## src/hv_supervisor_regs.vh

```
// Timing counts, limits and reset values for the high-voltage channel supervisor.
// Assumes a 250 MHz core clock; no module is defined here.
// Operation
// Manual mode with output on ramps setpoint to potentiometer at hardware rate.
// Switching remote to manual while running uses the same hardware ramp.
// DAC mode produces no output until a start voltage change command arrives.
// Stored auto start begins output at power-up with saved setpoint and ramp; the code resets the setpoint to 0 and the ramp to 2 V/s.
// Manual to remote change loads DAC setpoint with last manual value.
// Remote mode ramps at bus-programmed rate clamped to 2..255 V/s.
// Remote setpoint drives a 16-bit DAC per channel.
// Current above nonzero programmable trip level latches output off.
// After trip, status read then start restores output; auto start skips start.
// Hard shutdown latches off without ramp on ceiling or external shutdown.
// Hard shutdown clears by switch toggle or status read then start command.
// Soft mode clamps, cuts on external shutdown, ramps back when released.
// Ceilings come from dials in tenths, ten meaning full scale.
// Manual mode accepts bus writes but they never change output; the code still lets a trip level write trip the output in manual mode.
// Front-panel switches prevail over bus control actions.
// Polarity selector between end positions yields no output.
// Ceiling dials are resampled several times per second.
// Bus offers switch-on to setpoint and switch-to-zero per channel.
// Error indicator lights when voltage or current nears its ceiling.
// Operator should use slow ramps or late hard shutdown on capacitive loads.
// Error status is OR of regulation, limit, shutdown, range and trip flags.
// Zero status needs DAC setpoint zero and measured voltage below 5 V.
// Ramp steps setpoint by rate increment per tick, stopping exactly at target.
// Latched shutdown forces ramp setpoint to zero so restart ramps from zero.
`ifndef HV_SUPERVISOR_REGS_VH
`define HV_SUPERVISOR_REGS_VH

`define CLK_HZ 250000000
`define RAMP_TICK_HZ 1000
`define RAMP_TICK_CYCLES (`CLK_HZ / `RAMP_TICK_HZ)
`define HW_RAMP_V_PER_S 16'h01f4
`define SW_RAMP_MIN 8'h02
`define SW_RAMP_MAX 8'hff
`define DIAL_SAMPLE_HZ 8
`define DIAL_SAMPLE_CYCLES (`CLK_HZ / `DIAL_SAMPLE_HZ)
`define ZERO_THRESHOLD_V 16'h0005
`define NEAR_MARGIN_PCT 95
`define DIAL_FULL 4'ha
`define SW_RAMP_RESET 8'h02

`endif

```

## src/hv_channel_supervisor.v

```verilog
// One high-voltage channel supervisor: setpoint source, ramp engine and protection logic.
// Assumes switches and fault lines are asynchronous; bus strobes come from logic on core_clk.
`timescale 1ns/1ps
`default_nettype none
`include "hv_supervisor_regs.vh"

module hv_channel_supervisor #(
	parameter integer VW = 16,
	parameter integer VMAX_FULL = 6000,
	parameter integer IMAX_FULL = 1000,
	parameter integer RAMP_TICK_CYCLES = `RAMP_TICK_CYCLES,
	parameter integer DIAL_SAMPLE_CYCLES = `DIAL_SAMPLE_CYCLES
) (
	// Clock and reset.
	input wire core_clk,
	input wire resetn,
	// Front-panel switches and pins.
	input wire output_on_switch,
	input wire manual_select,
	input wire hard_shutdown_select,
	input wire polarity_pos_end,
	input wire polarity_neg_end,
	input wire external_shutdown_input_n,
	input wire [3:0] vmax_dial,
	input wire [3:0] imax_dial,
	input wire [VW-1:0] pot_setpoint,
	// Converter measurements and fault lines.
	input wire [VW-1:0] meas_voltage,
	input wire [VW-1:0] meas_current,
	input wire regulation_quality_fault,
	input wire limit_exceeded_fault,
	// Bus command strobes, one cycle each.
	input wire wr_setpoint,
	input wire wr_ramp,
	input wire wr_trip,
	input wire wr_auto_start,
	input wire [VW-1:0] wr_data,
	input wire cmd_start,
	input wire cmd_zero,
	input wire rd_status,
	// Auto start flag kept from the previous session.
	input wire auto_start_saved,
	// Outputs.
	output reg [VW-1:0] dac_setpoint,
	output reg [VW-1:0] remote_setpoint,
	output reg [7:0] ramp_rate,
	output reg [VW-1:0] trip_level,
	output reg auto_start,
	output reg [VW-1:0] vmax_limit,
	output reg [VW-1:0] imax_limit,
	output reg error_led,
	output reg error_status,
	output reg zero_status,
	output reg in_change,
	output reg rising,
	output reg trip_fired,
	output reg external_shutdown_seen,
	output reg range_fault,
	output reg latched_off
);

	function [VW-1:0] dial_scale;
		input [3:0] dial;
		input integer full;
		reg [3:0] d;
		integer prod;
		begin
			d = (dial > `DIAL_FULL) ? `DIAL_FULL : dial;
			prod = full * d / 10;
			dial_scale = prod[VW-1:0];
		end
	endfunction

	function near_limit;
		input [VW-1:0] val;
		input [VW-1:0] lim;
		begin
			near_limit = (val * 100) >= (lim * `NEAR_MARGIN_PCT);
		end
	endfunction

	// Two-flop synchronisers for all panel switches, the shutdown pin and both fault lines.
	localparam integer NS = 8;
	wire [NS-1:0] async_in = {output_on_switch, manual_select, hard_shutdown_select, polarity_pos_end,
		polarity_neg_end, external_shutdown_input_n, regulation_quality_fault, limit_exceeded_fault};
	reg [NS-1:0] sync_a;
	reg [NS-1:0] sync_b;
	reg [NS-1:0] sync_prev;
	// The shutdown input idles high; resetting to that level avoids a false shutdown after reset.
	localparam [NS-1:0] SYNC_IDLE = 8'h04;
	always @(posedge core_clk) begin
		if (!resetn) begin
			sync_a <= SYNC_IDLE;
			sync_b <= SYNC_IDLE;
			sync_prev <= SYNC_IDLE;
		end else begin
			sync_a <= async_in;
			sync_b <= sync_a;
			sync_prev <= sync_b;
		end
	end
	wire on_sw = sync_b[7];
	wire manual = sync_b[6];
	wire hard_sel = sync_b[5];
	wire pol_ok = sync_b[4] ^ sync_b[3];
	wire ext_shut = ~sync_b[2];
	wire reg_fault = sync_b[1];
	wire lim_fault = sync_b[0];
	wire on_toggled = sync_b[7] ^ sync_prev[7];
	wire hard_toggled = sync_b[5] ^ sync_prev[5];
	wire to_manual = sync_b[6] & ~sync_prev[6];
	wire to_remote = ~sync_b[6] & sync_prev[6];

	// Ramp timebase and dial sampling ticks.
	reg [31:0] tick_cnt;
	reg [31:0] dial_cnt;
	wire tick = (tick_cnt == RAMP_TICK_CYCLES - 1);
	wire dial_tick = (dial_cnt == DIAL_SAMPLE_CYCLES - 1);
	always @(posedge core_clk) begin
		if (!resetn)
			tick_cnt <= 32'h0;
		else
			tick_cnt <= tick ? 32'h0 : tick_cnt + 32'h1;
	end

	always @(posedge core_clk) begin
		if (!resetn)
			dial_cnt <= 32'h0;
		else
			dial_cnt <= dial_tick ? 32'h0 : dial_cnt + 32'h1;
	end

	// Dials are taken a few times per second.
	always @(posedge core_clk) begin
		if (!resetn) begin
			vmax_limit <= {VW{1'b0}};
			imax_limit <= {VW{1'b0}};
		end else if (dial_tick) begin
			vmax_limit <= dial_scale(vmax_dial, VMAX_FULL);
			imax_limit <= dial_scale(imax_dial, IMAX_FULL);
		end
	end

	// Bus-writable settings; writes land even in manual mode and act on the output only in remote, except the trip level, which trips in any mode.
	reg run_remote;
	reg boot_done;
	reg status_read;
	always @(posedge core_clk) begin
		if (!resetn)
			remote_setpoint <= {VW{1'b0}};
		else if (to_remote)
			remote_setpoint <= dac_setpoint;
		else if (wr_setpoint)
			remote_setpoint <= wr_data;
	end

	// Ramp rate is clamped into its legal range; the top of the range is the full byte.
	always @(posedge core_clk) begin
		if (!resetn)
			ramp_rate <= `SW_RAMP_RESET;
		else if (wr_ramp && (wr_data[7:0] < `SW_RAMP_MIN))
			ramp_rate <= `SW_RAMP_MIN;
		else if (wr_ramp)
			ramp_rate <= wr_data[7:0];
	end

	// A trip level of zero disables the current trip.
	always @(posedge core_clk) begin
		if (!resetn)
			trip_level <= {VW{1'b0}};
		else if (wr_trip)
			trip_level <= wr_data;
	end

	// The saved auto start flag is copied in once, right after reset.
	always @(posedge core_clk) begin
		if (!resetn)
			auto_start <= 1'b0;
		else if (wr_auto_start)
			auto_start <= wr_data[0];
		else if (!boot_done)
			auto_start <= auto_start_saved;
	end

	wire trip_hit = (trip_level != {VW{1'b0}}) && (meas_current > trip_level);
	wire ceiling_hit = lim_fault || (meas_voltage > vmax_limit) || (meas_current > imax_limit);
	wire hard_hit = hard_sel && (ceiling_hit || ext_shut);

	// The first cycle after reset is where a saved auto start is honoured.
	always @(posedge core_clk) begin
		if (!resetn)
			boot_done <= 1'b0;
		else
			boot_done <= 1'b1;
	end

	// Remote run state: started by the bus, by a saved auto start, or by taking over from manual.
	always @(posedge core_clk) begin
		if (!resetn) begin
			run_remote <= 1'b0;
		end else if (!boot_done && auto_start_saved) begin
			run_remote <= 1'b1;
		end else if (cmd_zero || to_manual) begin
			run_remote <= 1'b0;
		end else if (to_remote) begin
			run_remote <= 1'b1;
		end else if (cmd_start && !manual) begin
			run_remote <= 1'b1;
		end
	end

	// A status read arms the recovery path; a fresh fault disarms it until the next read.
	always @(posedge core_clk) begin
		if (!resetn)
			status_read <= 1'b0;
		else if (trip_hit || hard_hit)
			status_read <= 1'b0;
		else if (rd_status)
			status_read <= 1'b1;
	end

	// Shutdown latch; a new fault wins over a release in the same cycle.
	always @(posedge core_clk) begin
		if (!resetn) begin
			latched_off <= 1'b0;
		end else if (trip_hit || hard_hit) begin
			latched_off <= 1'b1;
		end else if (latched_off && hard_sel && (on_toggled || hard_toggled)) begin
			latched_off <= 1'b0;
		end else if (latched_off && !manual && status_read && (cmd_start || auto_start)) begin
			latched_off <= 1'b0;
		end
	end

	// Event flags hold until a status read; an event in the same cycle as the read wins.
	always @(posedge core_clk) begin
		if (!resetn) begin
			trip_fired <= 1'b0;
			external_shutdown_seen <= 1'b0;
		end else begin
			if (trip_hit)
				trip_fired <= 1'b1;
			else if (rd_status)
				trip_fired <= 1'b0;
			if (ext_shut)
				external_shutdown_seen <= 1'b1;
			else if (rd_status)
				external_shutdown_seen <= 1'b0;
		end
	end

	// Target selection: panel switches override the bus.
	reg [VW-1:0] target;
	reg [VW-1:0] step;
	reg enabled;
	always @* begin
		enabled = on_sw && pol_ok && !latched_off && !ext_shut;
		if (manual)
			target = pot_setpoint;
		else
			target = run_remote ? remote_setpoint : {VW{1'b0}};
		if (!enabled)
			target = {VW{1'b0}};
		if (target > vmax_limit)
			target = vmax_limit;
		step = manual ? `HW_RAMP_V_PER_S : {{(VW-8){1'b0}}, ramp_rate};
	end

	// Ramp engine: whole volts per tick, with the remainder kept in thousandths of a volt.
	reg [15:0] frac;
	reg [15:0] next_frac;
	reg [VW-1:0] inc;
	reg [31:0] acc;
	reg [31:0] whole;
	reg [31:0] rem;
	always @* begin
		acc = {16'h0000, frac} + {16'h0000, step[15:0]};
		whole = acc / `RAMP_TICK_HZ;
		rem = acc % `RAMP_TICK_HZ;
		next_frac = rem[15:0];
		inc = whole[VW-1:0];
	end

	always @(posedge core_clk) begin
		if (!resetn) begin
			dac_setpoint <= {VW{1'b0}};
			frac <= 16'h0;
		end else begin
			if (latched_off || !pol_ok || ext_shut) begin
				dac_setpoint <= {VW{1'b0}};
				frac <= 16'h0;
			end else if (tick) begin
				frac <= next_frac;
				if (dac_setpoint < target)
					dac_setpoint <= (target - dac_setpoint <= inc) ? target : dac_setpoint + inc;
				else if (dac_setpoint > target)
					dac_setpoint <= (dac_setpoint - target <= inc) ? target : dac_setpoint - inc;
			end
		end
	end

	// Status view of the ramp: moving, and in which direction.
	always @(posedge core_clk) begin
		if (!resetn) begin
			in_change <= 1'b0;
			rising <= 1'b0;
		end else begin
			in_change <= (dac_setpoint != target);
			rising <= (dac_setpoint < target);
		end
	end

	// A remote setpoint beyond the voltage ceiling is reported as a range fault.
	always @(posedge core_clk) begin
		if (!resetn)
			range_fault <= 1'b0;
		else
			range_fault <= remote_setpoint > vmax_limit;
	end

	always @(posedge core_clk) begin
		if (!resetn)
			error_status <= 1'b0;
		else
			error_status <= reg_fault | lim_fault | external_shutdown_seen | range_fault | trip_fired;
	end

	always @(posedge core_clk) begin
		if (!resetn)
			zero_status <= 1'b0;
		else
			zero_status <= (dac_setpoint == {VW{1'b0}}) && (meas_voltage < `ZERO_THRESHOLD_V);
	end

	// The indicator follows live readings, so it lights before a ceiling acts.
	always @(posedge core_clk) begin
		if (!resetn)
			error_led <= 1'b0;
		else
			error_led <= near_limit(meas_voltage, vmax_limit) | near_limit(meas_current, imax_limit);
	end

endmodule
`default_nettype wire

```

## config.mk

```make
export PLATFORM = sky130hd
export DESIGN_NAME = hv_channel_supervisor
export DESIGN_NICKNAME = d
export VERILOG_FILES = /design/src/hv_channel_supervisor.v
export VERILOG_INCLUDE_DIRS = /design/src /design/src/src
export SDC_FILE = /design/constraint.sdc
export NUM_CORES = 1
export LEC_CHECK = 0
export BUFFER_PORTS_ARGS = -buffer_cell sky130_fd_sc_hd__clkbuf_2
export CORE_ASPECT_RATIO = 1.5
export CORE_MARGIN = 2
export CORE_UTILIZATION = 30
export CTS_BUF_LIST = sky130_fd_sc_hd__clkbuf_4 sky130_fd_sc_hd__clkbuf_8
export CTS_CLUSTER_DIAMETER = 40
export CTS_CLUSTER_SIZE = 10
export DETAILED_ROUTE_END_ITERATION = 7
export PLACE_DENSITY_LB_ADDON = 0.15
export SYNTH_ARGS = -nofsm -noshare
export SYNTH_HDL_FRONTEND = slang
export SYNTH_SLANG_ARGS = --single-unit
```

## constraint.sdc

```tcl
create_clock -name core_clk -period 10.41 [get_ports core_clk]
set_clock_uncertainty 0.2 [all_clocks]
set_input_delay 1.5615 -clock core_clk [delete_from_list [all_inputs] [get_ports core_clk]]
set_output_delay 1.5615 -clock core_clk [all_outputs]
set_load 0.01 [all_outputs]
```

==> Word level (Yosys, flattened, before mapping) <==
Index checks and enable logic that the tools add are counted.
{ "word_totals": {"word_cells": 142, "register_bits": 205} }
{ "op_classes": {"div": 4, "magnitude_cmp": 15, "reduce_logical": 40, "n_eq_ne": 5, "addsub": 7, "n_bitwise": 14, "mux": 26, "multipliers": 6} }
{ "op_table": {"columns": ["cell", "count"], "rows": [
  ["$mux W16", 10],
  ["$gt A16 B16 Y1", 6],
  ["$add A32 B1 Y32 const B", 2],
  ["$sub A16 B16 Y16", 3],
  ["$ge A23 B23 Y1", 2],
  ["$mul A16 B7 Y23 const B", 2],
  ["$mul A16 B5 Y21 const B", 2],
  ["$div A14 B4 Y32 const B", 1],
  ["$div A17 B4 Y32 const B", 1],
  ["$div A32 B10 Y32 const B", 1],
  ["$eq A32 B18 Y1 const B", 1],
  ["$eq A32 B25 Y1 const B", 1],
  ["$le A16 B16 Y1", 2],
  ["$mod A32 B10 Y32 const B", 1],
  ["$add A16 B9 Y17", 1],
  ["$add A16 B16 Y16", 1],
  ["$logic_not A16 Y1", 1],
  ["$lt A16 B16 Y1", 1],
  ["$lt A16 B3 Y1 const B", 1],
  ["$ne A16 B16 Y1", 1],
  ["$reduce_bool A16 Y1", 1],
  ["$logic_and A1 B1 Y1", 14],
  ["$mul A9 B4 Y13 const A", 1],
  ["$mux W1", 13],
  ["other kinds (17)", 47]
]} }

==> Logic depth before layout (Yosys ltp) <==
{ "depth": {"ltp_word": 12, "mapped_depth": 50, "ltp_nobuf": 47} }

==> Worst setup path before layout <==
OpenSTA, ideal clock, no wires.
{ "synth_timing": {"path_kind": "register -> register", "start": "register sync_b[6]", "end": "register dac_setpoint[9]", "period_less_slack_ns": 10.713, "stages_incl_launch_ff": 49, "setup_time_ns": 0.136, "required_ns": 10.074, "slack_ns": -0.303, "path_buffers": 3, "t_arrival_ns": 10.377, "cell_sequence": "dfxtp_1 clkbuf_1 buf_1 nor2b_1 ha_1 inv_1 fa_1 nor2b_1 o21a_1 o21ai_1 a2111oi_0 a311oi_2 nor3_1 o31ai_4 a32oi_1 o21ai_1 inv_1 xnor2_1 [13 not listed] ha_1 nor2b_1 o21a_1 o21ai_0 nand2b_1 a21oi_1 o21ai_0 o21ai_0 o21ai_0 a2111oi_0 nand3_1 a2111oi_0 nor2_1 clkbuf_1 a221oi_1 o21ai_0 a21oi_1 a211oi_1"} }
{ "synth_via": {"elab_chain_len": 9, "word_cells_on_any_way": 21, "classes_between": "5 x add/sub; 1 x div; 5 x order compare; 8 x mux; 2 x reduce/logical"} }
{ "synth_lines": {"columns": ["item", "line_no", "rtl"], "rows": [
  ["start, declared", "hv_channel_supervisor.v:87", "reg [NS-1:0] sync_b;"],
  ["start signal, assigned", "hv_channel_supervisor.v:98", "sync_b <= sync_a;"],
  ["parallel branches: the longest is 9 deep, another holds $div A32 B10 Y32", null, null],
  ["end signal, assigned", "hv_channel_supervisor.v:290", "dac_setpoint <= {VW{1'b0}};"],
  ["end signal, assigned", "hv_channel_supervisor.v:295", "dac_setpoint <= (target - dac_setpoint <= inc) ? target : dac_setpoint + inc;"],
  ["end signal, assigned", "hv_channel_supervisor.v:297", "dac_setpoint <= (dac_setpoint - target <= inc) ? target : dac_setpoint - inc;"],
  ["end, declared", "hv_channel_supervisor.v:44", "output reg [VW-1:0] dac_setpoint,"]
]} }
Parallel ways; which one is timed is not known. The select of a mux whose other input is x is not followed.
A chain may end at the register's enable or synchronous reset.

==> Final worst setup path <==
{ "layout_timing": {"start": "input vmax_dial[3]", "end": "register vmax_limit[0]"} }
{ "layout_via": {"elab_chain_len": 4} }
{ "layout_lines": {"columns": ["item", "line_no", "rtl"], "rows": [
  ["start, declared", "hv_channel_supervisor.v:24", "input wire [3:0] vmax_dial,"],
  ["$gt A4 B4 Y1 (no line)", null, null],
  ["$mux W4 (*)", "hv_channel_supervisor.v:68", "d = (dial > `DIAL_FULL) ? `DIAL_FULL : dial;"],
  ["$mul A9 B4 Y13 (*)", "hv_channel_supervisor.v:69", "prod = full * d / 10;"],
  ["$div A17 B4 Y32 (*)", "hv_channel_supervisor.v:69", null],
  ["end signal, assigned", "hv_channel_supervisor.v:136", "vmax_limit <= {VW{1'b0}};"],
  ["end signal, assigned", "hv_channel_supervisor.v:139", "vmax_limit <= dial_scale(vmax_dial, VMAX_FULL);"],
  ["end, declared", "hv_channel_supervisor.v:49", "output reg [VW-1:0] vmax_limit,"]
]} }
Every way passes the cells marked *; elsewhere a longest branch is shown, timed or not.

==> results.json <==
{
  "status": "complete, no violations",
  "grt_use_met2_pct": 39.2,
  "synth.top_cell.area_share_pct": 19.7,
  "hold_viol_final": 0,
  "r2r-start": "sync_b[6]",
  "grt_util_met1_pct": 23.0,
  "cp.required_ns": 10.68,
  "dp_hpwl_um": 83000,
  "crit_path_start_kind": "input pin",
  "slowest_delay_ns": 0.50,
  "nFillCells": 9694,
  "io_pins": 188,
  "synth_edf_count": 0,
  "die_w_um": 252,
  "drv_cap": 0,
  "tns_ns": 0,
  "cts.sinks": 193,
  "crit_type": "input pin to flop",
  "crit_path_end_kind": "flop",
  "first_pass_iters": 5,
  "die_y_um": 377,
  "routed_wl_um": 99000,
  "ctsHoldBuffers": 0,
  "grt_first_pass_wirelength_um": 153000,
  "core_mm2": 0.0917,
  "h-tree-depth": 4,
  "tightestPinTransition_ns": 1.18,
  "port_buffers": 180,
  "crit_arrival_ns": 10.23,
  "cts_tree": "done",
  "yosysTopAreaCell": "ha_1",
  "gr-usage-met3_pct": 2.84,
  "clk_pin_slew_worst_paths_ns": 0.11,
  "clock_tree.buffer_depth": 2,
  "start_util_pct": 30.3,
  "overflow": 0,
  "row_count": 136,
  "syn_to_final_growth_pct": 21.2,
  "worstReg2RegEnd": "dac_setpoint[5]",
  "via_per_inst": 5.22,
  "place_congestion": 0.886,
  "dieArea_mm2": 0.0951,
  "min_path_cells": 1,
  "path_max_fanout": 8,
  "grt_max_degree": 59,
  "fin_crit_sh_pct": 95.7,
  "relSlewSlack_pct": 20.3,
  "ys_top_cells_by_area": "ha_1, dfxtp_1, fa_1",
  "netlist-cell-type-count": 115,
  "fin_util_pct": 36.7,
  "min_from": "sync_a[2]",
  "holdCritPathClass": "flop to flop",
  "crit_top_cell": "buf_4",
  "cts_root_buffer": "clkbuf_8",
  "vias": 26939,
  "hold_end": "sync_b[2]",
  "crit_slowest_cell": "fa_1",
  "syn_inst": 3478,
  "synth_flop_cell": "dfxtp_1",
  "syn_area_mm2": 0.0278,
  "reg2regPathDepth": 46,
  "post_drt_wl_per_cell_um": 19.2,
  "yosysSeqAreaShare_pct": 13.9,
  "p_leak_nw": 16.0,
  "final_cell_mix": "ha_1, buf_4, inv_1",
  "avgSynthCellArea_um2": 7.99,
  "setup_violations": 0,
  "ant_nets": 0,
  "drt_drc_violations_left": 0,
  "top_usage_layer": "met2",
  "grt_antenna_before_repair": 12,
  "slew_viol_final": 0,
  "synth_warnings": 0,
  "synthArstFlopShare_pct": 0,
  "drive_gt1_share_pct": 19.5,
  "mostFrequentLayoutCell": "ha_1",
  "grt_util_all_layers_pct": 20.7,
  "cts_made_buffers": 17,
  "ff2ff_setup_slack_ns": 0.74,
  "ys_ff_latch": 193,
  "min_period_ns": 9.96,
  "first_iter_violations": 1314,
  "fmax_mhz": 100,
  "ir_drop_mv": 0.367,
  "final_nets": 4616,
  "clk-insertion-delay-late_ns": 0.60,
  "grt_pass1_vias": 27301,
  "cellPowerDensity_mw_per_mm2": 243
}
## through the flow
step	cells	area [um^2]	power [W]	hold slack, ns	setup slack (ns)
after CTS	5148	33100	0.00802	0.225	0.136
final	5165	33700	0.00820	0.222	0.449
after global routing	5162	33700	0.00894	0.245	-0.00380
after detailed placement	5116	32700	0.00741	0.196	-0.395
after global placement	5116	32700	0.00743	0.191	-0.262
after floorplan	3494	27900	0.00475	0.186	0.0383
## timing repair
item                                    4_1_cts  5_1_grt
hold endpoints to repair                      0        0
endpoints found under the setup margin        3       20
gates resized for setup                       1      104
pin swaps                                     0       23
buffers inserted                              0       11
## how the worst max path moves through the flow
| stage | start | slack (ns) | to |
|---|---|---|---|
| finish | vmax_dial[3] | 0.45 | vmax_limit[0] |
| global placement | vmax_dial[3] | -0.26 | vmax_limit[0] |
| CTS | sync_b[6] | 0.14 | dac_setpoint[12] |
| floorplan | vmax_dial[3] | 0.04 | vmax_limit[0] |
| global route | sync_b[6] | -0.004 | dac_setpoint[12] |
| detailed placement | vmax_dial[3] | -0.40 | vmax_limit[0] |
## flip-flops by register name, summed over array words and instances, names as in the netlist, 11 cells and up
register / count
trip_level: 16
remote_setpoint: 16
frac: 16
dial_cnt: 32
imax_limit: 11
dac_setpoint: 16
vmax_limit: 14
tick_cnt: 32
## final cells by class
class	instances	area [um^2]	share of cell area [%]
diodes	6	15.0	0.0446
clock buffers	17	234	0.695
clock inverters	15	203	0.602
inverters	389	1460	4.35
multi-input cells	2798	22500	66.9
flip-flops and latches	193	3860	11.5
well taps	1173	1470	4.36
repair buffers	574	3910	11.6
## where the power goes
group | switching [W] | internal [W]
Sequential | 0.0000236 | 0.000758
Clock | 0.000361 | 0.000208
Combinational | 0.00366 | 0.00319
## routing by layer
layer | up-vias | wire [um]
met1 | 12875 | 40200
met3 | 145 | 3790
li1 | 13392 | -
met4 | 16 | 4090
met2 | 511 | 50800
met5 | - | 97
## logic make-up after synthesis
group	Yosys count	share of synthesized area, %
other cells	2	0.0270
mux	73	2.66
simple gates	1021	18.4
flops	193	13.9
buf+inv	503	7.05
xor+xnor	212	6.78
fa+ha+maj	560	28.3
compound gates	914	22.8
## Yosys cell counts (77+ instances only)
cell type,number
a21oi_1,251
nor2_1,313
xor2_1,77
dfxtp_1,193
xnor2_1,133
nand3_1,89
ha_1,437
clkbuf_1,85
fa_1,116
o21ai_0,163
inv_1,383
nand2_1,175
## worst max-delay path, delay by kind of cell
kind | cells | cell delay [ns]
and+or+nand+nor | 8 | 2.02
adders and majority gates | 4 | 1.52
AOI/OAI and AO/OA | 18 | 4.18
buffers and inverters | 6 | 0.95
Note: power is estimated with default switching activity, not from simulation.
